**src/modem_ctrl_pkg.sv**
```systemverilog
// package of constants for the modem-control block
// Functional notes
// - auto flow enable bit writable only when feature configured; always readable.
// - auto flow active only while fifos enabled and enable bit is one.
// - uart loopback holds serial out high, routes tx data to rx input.
// - interrupt sources keep working normally during uart loopback.
// - uart loopback disconnects modem status inputs, feeds control outputs back.
// - infrared loopback holds ir out low, routes inverted tx data to ir input.
// - each user output pin is the inverse of its control bit.
// - loopback holds user outputs high and loops their bits back inward.
// - without auto flow, rts pin low when its bit is one.
// - with auto flow active, rts forced high while rx fifo above threshold.
// - loopback holds rts pin high and loops rts bit back inward.
// - infrared enable bit selects uart or infrared serial behaviour.
package modem_ctrl_pkg;
  localparam logic [31:0] modem_line_control_addr = 32'h5000_1110;
  localparam int          rts_pos                 = 1;
  localparam int          user_one_pos            = 2;
  localparam int          user_two_pos            = 3;
  localparam int          loopback_pos            = 4;
  localparam int          afce_pos                = 5;
  localparam int          ir_pos                  = 6;
  localparam logic [15:0] modem_ctrl_reset        = 16'h0000;
  localparam logic [15:0] modem_ctrl_rw_mask      = 16'h007E;
endpackage

```
**src/loop_mux.sv**
```systemverilog
// loopback routing of serial and infrared lines
`timescale 1ns/1ns
module loop_mux (
  input  wire logic loop_en,     // loopback active
  input  wire logic ir_en,       // infrared mode
  input  wire logic tx_data,     // internal serial tx data
  input  wire logic ext_rx,      // serial in pin
  input  wire logic ext_ir_rx,   // ir in pin
  output logic      tx_pin_d,    // next serial out
  output logic      ir_pin_d,    // next ir out
  output logic      rx_int,      // internal serial rx
  output logic      ir_rx_int    // internal ir rx
);
  always_comb begin
    tx_pin_d  = tx_data;
    ir_pin_d  = ~tx_data;
    rx_int    = ext_rx;
    ir_rx_int = ext_ir_rx;
    if (loop_en && !ir_en) begin
      tx_pin_d = 1'b1;
      rx_int   = tx_data;
    end
    if (loop_en && ir_en) begin
      ir_pin_d  = 1'b0;
      ir_rx_int = ~tx_data;
    end
  end
endmodule // loop_mux

```
**src/uart_modem_control.sv**
```systemverilog
// modem control register and modem line steering
`timescale 1ns/1ns
module uart_modem_control
  import modem_ctrl_pkg::*;
#(
  parameter bit auto_flow_feature_config = 1'b1  // auto flow built in
) (
  input  wire logic        clk,              // 250 mhz clock
  input  wire logic        rst,              // async reset, high
  input  wire logic [31:0] addr,             // register address
  input  wire logic [15:0] wdata,            // write data
  input  wire logic        wr,               // write strobe
  input  wire logic        rd,               // read strobe
  output logic      [15:0] rdata,            // read data, cycle after rd
  input  wire logic        fifo_enable,      // fifo control reg bit 0
  input  wire logic        rx_above_thresh,  // rx fifo above threshold
  input  wire logic        dtr_bit,          // dtr control bit from elsewhere
  input  wire logic        tx_data,          // internal serial tx
  input  wire logic        sin,              // serial in pin
  input  wire logic        sir_in,           // ir in pin
  input  wire logic        cts_n,            // modem status input
  input  wire logic        dsr_n,            // modem status input
  input  wire logic        ring_indicator_n, // modem status input
  input  wire logic        dcd_n,            // modem status input
  output logic             sout,             // serial out pin
  output logic             sir_out_n,        // ir out pin
  output logic             rx_int,           // serial rx to receiver
  output logic             ir_rx_int,        // ir rx to receiver
  output logic             cts_int_n,        // status seen by core
  output logic             dsr_int_n,        // status seen by core
  output logic             ri_int_n,         // status seen by core
  output logic             dcd_int_n,        // status seen by core
  output logic             rts_n,            // request to send pin
  output logic             user_output_one_n, // user output 1
  output logic             user_output_two_n, // user output 2
  output logic             infrared_mode,    // ir select for serial core
  output logic             auto_flow_active  // auto flow in force
);
  // ****************************************
  // register
  // ****************************************
  logic [15:0] modem_control_reg_q, modem_control_reg_d;
  logic [15:0] rdata_d;
  logic        sel;
  logic        tx_pin_d, ir_pin_d;
  logic        rts_n_d, u1_n_d, u2_n_d;
  logic        sout_q, sir_q;
  logic        loopback_bit, auto_flow_ctrl_enable_bit, infrared_enable_bit;
  logic        user_output_one_bit, user_output_two_bit, rts_bit;

  assign sel = (addr == modem_line_control_addr);

  function automatic logic [15:0] write_mask(input bit afc_cfg);
    logic [15:0] m;
    m = modem_ctrl_rw_mask;
    if (!afc_cfg) m[afce_pos] = 1'b0;
    return m;
  endfunction

  always_comb begin
    modem_control_reg_d = modem_control_reg_q;
    if (wr && sel) begin
      modem_control_reg_d = (wdata & write_mask(auto_flow_feature_config)) |
                            (modem_control_reg_q & ~write_mask(auto_flow_feature_config));
    end
    rdata_d = 16'h0000;
    if (rd && sel) rdata_d = modem_control_reg_q;
  end

  assign loopback_bit              = modem_control_reg_q[loopback_pos];
  assign auto_flow_ctrl_enable_bit = modem_control_reg_q[afce_pos];
  assign infrared_enable_bit       = modem_control_reg_q[ir_pos];
  assign user_output_one_bit       = modem_control_reg_q[user_one_pos];
  assign user_output_two_bit       = modem_control_reg_q[user_two_pos];
  assign rts_bit                   = modem_control_reg_q[rts_pos];
  assign infrared_mode             = infrared_enable_bit;
  assign auto_flow_active          = fifo_enable & auto_flow_ctrl_enable_bit;

  // ****************************************
  // modem outputs
  // ****************************************
  always_comb begin
    u1_n_d  = ~user_output_one_bit;
    u2_n_d  = ~user_output_two_bit;
    rts_n_d = ~rts_bit;
    if (auto_flow_active && rx_above_thresh) rts_n_d = 1'b1;
    if (loopback_bit) begin
      u1_n_d  = 1'b1;
      u2_n_d  = 1'b1;
      rts_n_d = 1'b1;
    end
  end

  // status inputs swap to the looped control bits; interrupt logic downstream
  // sees these nets unchanged in form, so it keeps working in loopback
  always_comb begin
    cts_int_n = cts_n;
    dsr_int_n = dsr_n;
    ri_int_n  = ring_indicator_n;
    dcd_int_n = dcd_n;
    if (loopback_bit) begin
      cts_int_n = ~rts_bit;
      dsr_int_n = ~dtr_bit;
      ri_int_n  = ~user_output_one_bit;
      dcd_int_n = ~user_output_two_bit;
    end
  end

  loop_mux u_loop (
    .loop_en   (loopback_bit),
    .ir_en     (infrared_enable_bit),
    .tx_data   (tx_data),
    .ext_rx    (sin),
    .ext_ir_rx (sir_in),
    .tx_pin_d  (tx_pin_d),
    .ir_pin_d  (ir_pin_d),
    .rx_int    (rx_int),
    .ir_rx_int (ir_rx_int)
  );

  // ****************************************
  // registers
  // ****************************************
  always_ff @(posedge clk or posedge rst) begin
    if (rst) begin
      modem_control_reg_q <= modem_ctrl_reset;
      rdata               <= 16'h0000;
      rts_n               <= 1'b1;
      user_output_one_n   <= 1'b1;
      user_output_two_n   <= 1'b1;
      sout_q              <= 1'b1;
      sir_q               <= 1'b1;
    end else begin
      modem_control_reg_q <= modem_control_reg_d;
      rdata               <= rdata_d;
      rts_n               <= rts_n_d;
      user_output_one_n   <= u1_n_d;
      user_output_two_n   <= u2_n_d;
      sout_q              <= tx_pin_d;
      sir_q               <= ir_pin_d;
    end
  end

  assign sout      = sout_q;
  assign sir_out_n = sir_q;
endmodule // uart_modem_control

```
**config.mk**
```make
export PLATFORM = sky130hd
export DESIGN_NAME = uart_modem_control
export DESIGN_NICKNAME = d
export VERILOG_FILES = /design/src/modem_ctrl_pkg.sv /design/src/loop_mux.sv /design/src/uart_modem_control.sv
export SDC_FILE = /design/constraint.sdc
export NUM_CORES = 1
export LEC_CHECK = 0
export BUFFER_PORTS_ARGS = -buffer_cell sky130_fd_sc_hd__buf_2
export CAP_MARGIN = 20
export CORE_MARGIN = 1
export CORE_UTILIZATION = 34
export DETAILED_ROUTE_END_ITERATION = 12
export GPL_TIMING_DRIVEN = 0
export MAX_ROUTING_LAYER = met4
export PLACE_DENSITY = 0.78
export SYNTH_ARGS = -nofsm -noshare
export SYNTH_HDL_FRONTEND = slang
export SYNTH_SLANG_ARGS = --single-unit
```
**constraint.sdc**
```tcl
create_clock -name clk -period 1.5 [get_ports clk]
set_clock_uncertainty 0.1 [all_clocks]
set_input_delay 0.3 -clock clk [delete_from_list [all_inputs] [get_ports clk]]
set_output_delay 0.3 -clock clk [all_outputs]
set_load 0.005 [all_outputs]
```
==> Implementation_results.wiki <==
{| class="wikitable"
! Metric !! Value
|-
| Run status || complete, but fails checks
|-
| Violated checks || setup timing
|-
| Area Overhead vs Synth || 75.7%
|-
| Combinational share of power || ~16%
|-
| Worst reg2reg startpoint || modem_control_reg_q[4]
|-
| NumNets Final || between 200 and 250
|-
| Crit path required time || about 1100 ps
|-
| Worst hold path depth || 2
|-
| Yosys cell types || 20
|-
| Net Switching || around 220 uW
|-
| Pin count of the biggest net entering global routing || 19
|-
| PnR worst setup slack || -160 ps
|-
| Complex-gate fraction of the synthesized area || ~1.2%
|-
| Number of antenna violations at the first check in global routing || 0
|-
| Hold Path Origin || tx_data
|-
| Number of failing hold endpoints at the final stage || 0
|-
| GRT Overall Usage || between 15 and 20%
|-
| Sequential power share || between 50% and 60%
|-
| Post-Synthesis Cells || 76
|-
| Setup repair after global routing missed its margin || yes
|-
| First-pass GRT wire length || around 3.4 mm
|-
| CTS tree || built
|-
| Crit path max fanout || 2
|-
| Total Die Area || approximately 2800 um2
|-
| Fraction of the cycle the final worst path needs || 111%
|-
| # rows || 17
|-
| Die extent in x || roughly 53 um
|-
| H-tree Lvls || 1
|-
| Setup crit start || modem_control_reg_q[6]
|-
| Number of routed nets with antenna violations || 0
|-
| Fin. max-slew vios || 0
|-
| Total routed wirelength || roughly 2.2 mm
|-
| Top cell type by total area after synthesis || dfrtp_1
|-
| Final worst path period need || between 1500 and 2000 ps
|-
| Most area-consuming cells after synthesis || dfrtp_1 (37%), dfstp_2 (15%), mux2_2 (9.1%)
|-
| Sequential standard cell area || around 460 um2
|-
| Post-DR vias/cell || ~4.6
|-
| Top routing layer in use || met4
|-
| Synthesis warning total || 0
|-
| Startpoint-to-endpoint class of the critical path || register to primary output
|-
| Max cap viols || 0
|-
| Sequential fraction of the synthesis area || 52.5%
|-
| Starting utilization of the core area || approximately 38%
|-
| Largest voltage drop on the vdd net || approximately 0.37 mV
|-
| Number of synthesized register bits || 18
|-
| Most used cells in the layout excluding fill and tap cells || buf_2 (76), buf_4 (11), dfrtp_1 (11)
|-
| Average wire length per cell after detail routing || roughly 12 um
|-
| Arrival @ worst endpoint || around 1300 ps
|-
| Adder and majority gate portion of the synthesized area || 0%
|-
| Clock Latency Late Sink || approximately 290 ps
|-
| Timing-limited maximum frequency || about 600 MHz
|-
| DRC violation count after routing || 0
|-
| Number of standard cells in the final layout excluding fillers || about 190
|-
| Die Span Y || 52.6 um
|-
| Setup violation total in the final timing report || 6
|-
| Met3 routed WL || around 200 um
|-
| Leakage component of the power || between 0.8 and 0.9 nW
|-
| Number of placed instances with taps included || ~180
|-
| Capture point of the worst path || rx_int
|-
| Clock-pin slew on the worst setup and hold paths || about 110 ps
|-
| Synthesized area || 870 um2
|-
| Buffers from clock root to sink, at most || 2
|-
| Switching portion of total power || 22.7%
|-
| Power per Cell Area || between 600 and 700 nW/um2
|-
| Sort of element at the end of the critical path || primary output
|-
| Share of the synthesized area in the top cell type || a little under two fifths
|-
| # fillers || around 190
|-
| Cell Int Power || 739 uW
|-
| Iteration count of the initial detailed-routing pass || 4
|-
| Transition at the pin with the smallest max-transition slack || roughly 640 ps
|-
| Clk Tree Root Cell || clkbuf_4
|-
| Vias || 894
|-
| GRT overflow || 0
|-
| Worst setup slack before clock tree synthesis || -460 ps
|-
| Share of power burned in the clock network || a little under a third
|-
| Mapped Nets || between 100 and 150
|-
| Multiplexer area fraction after synthesis || a little over an eighth
|-
| Simple logic cell fraction of the synthesized area || between 20% and 30%
|-
| Sum of met2 wire segment lengths after detailed routing || ~1.2 mm
|-
| Share of final-layout standard cells stronger than drive strength 1 || between 70% and 80%
|-
| Core region area || approximately 2300 um2
|-
| TritonCTS Sinks || 18
|-
| Routed length on met1 || a little under 800 um
|-
| Boundary pin count || between 90 and 100
|-
| Vias in the first global route || about 850
|-
| Kind of start point of the critical path || register
|-
| Area share of xor/xnor cells in the synthesized design || 0%
|-
| Reg2reg setup slack || ~400 ps
|-
| Number of buffer cells added on primary ports || 80
|-
| Iter 0 DRT Violations || 2
|-
| Clock buffer count from CTS || 3
|-
| R2R Path End || modem_control_reg_q[4]
|-
| Mapped Avg Cell Area || 11.4 um2
|-
| Relative slew margins || a little under three fifths
|-
| Post-Route Utilization || 65.9%
|-
| Antenna Cells || 0
|-
| Routability congestion estimate || roughly 0.77
|-
| Class of the most critical hold timing path || input port to register
|-
| Final HPWL DP || 1.66 mm
|-
| Number of cells on the worst reg-to-reg path || 2
|-
| Combined area of the multi-input logic cells || slightly above 400 um2
|-
| Largest family of logic cells by synthesized area || simple AND/OR/NAND/NOR gates
|-
| Most common cell after layout, fill and taps aside || buf_2
|}
-- layer usage --
layer,vias to the layer above,track usage (%)
met2,60,33.8
met5,-,-
met1,399,17.1
met4,0,9.65
li1,429,-
met3,6,2.61
-- worst max-delay path, stage by stage, from the launching register on --
cell      delay, ps
dfrtp_1         400
nand2b_4        150
mux2_4          300
buf_6           120
-- state kept, by name (all words and copies together) (netlist names) --
name / count
sout: 1
modem_control_reg_q: 6
rts_n: 1
user_output_two_n: 1
rdata: 7
user_output_one_n: 1
sir_out_n: 1
-- metrics by stage --
step	hold WS [ps]	power, mW	setup TNS [ps]	cell area, um2
2_1_floorplan	135	0.550	-740	886
3_3_place_gp	305	0.637	-4530	1320
3_5_place_dp	320	0.642	-5060	1320
4_1_cts	43.6	0.949	-806	1480
5_1_grt	50.4	1.01	-1260	1530
6_report	49.2	0.956	-640	1530
-- how the worst min path moves through the flow --
stage	slack, ps	to
floorplan	130	modem_control_reg_q[1]
global placement	300	rdata[6]
detailed placement	320	rdata[6]
CTS	40	sir_out_n
global route	50	sir_out_n
finish	50	sir_out_n
-- power by group through the flow --
stage	Clock, mW	Sequential [mW]	Combinational [mW]
after detailed placement	0	0.505	0.137
after global routing	0.336	0.497	0.174
after CTS	0.303	0.496	0.151
final	0.304	0.496	0.157
after global placement	0	0.504	0.133
after floorplan	0	0.505	0.0451
-- timing repair --
action                                  in CTS  in global routing
endpoints found under the setup margin      17                 21
gates cloned                                 1                  0
hold buffers                                 1                  0
hold endpoints to repair                     5                  0
resized for setup                           15                 11
pin swaps                                    3                  4
setup buffers                                4                  0
-- logic make-up (layout without fill, tap and decap cells) --
kind of cell    Yosys count  count (layout)
simple gates             27              27
compound gates            2               2
buf+inv                  17             107
flops                    18              18
other cells               1               1
mux                      11              11
-- layout make-up --
class                           count  area share [%]
Tap cell                           28            2.29
Sequential cell                    18            30.1
Timing Repair Buffer               86            31.4
Multi-Input combinational cell     41            26.8
Clock buffer                        4            2.38
Buffer                             10            5.32
Inverter                            7            1.72
-- cells in the mapped netlist --
cell type,number
nor4bb_1,1
and2_1,7
buf_4,9
mux2i_1,4
inv_1,7
nor4_1,4
dfrtp_1,13
o21ai_0,1
a21oi_1,1
nand3b_1,1
nor3_4,1
nor3_1,1
nor4b_1,3
dfstp_2,5
mux2_2,7
clkbuf_1,1
nand2b_1,4
nand2_1,3
conb_1,1
nand4_1,2
(Power assumes the default switching activity.)
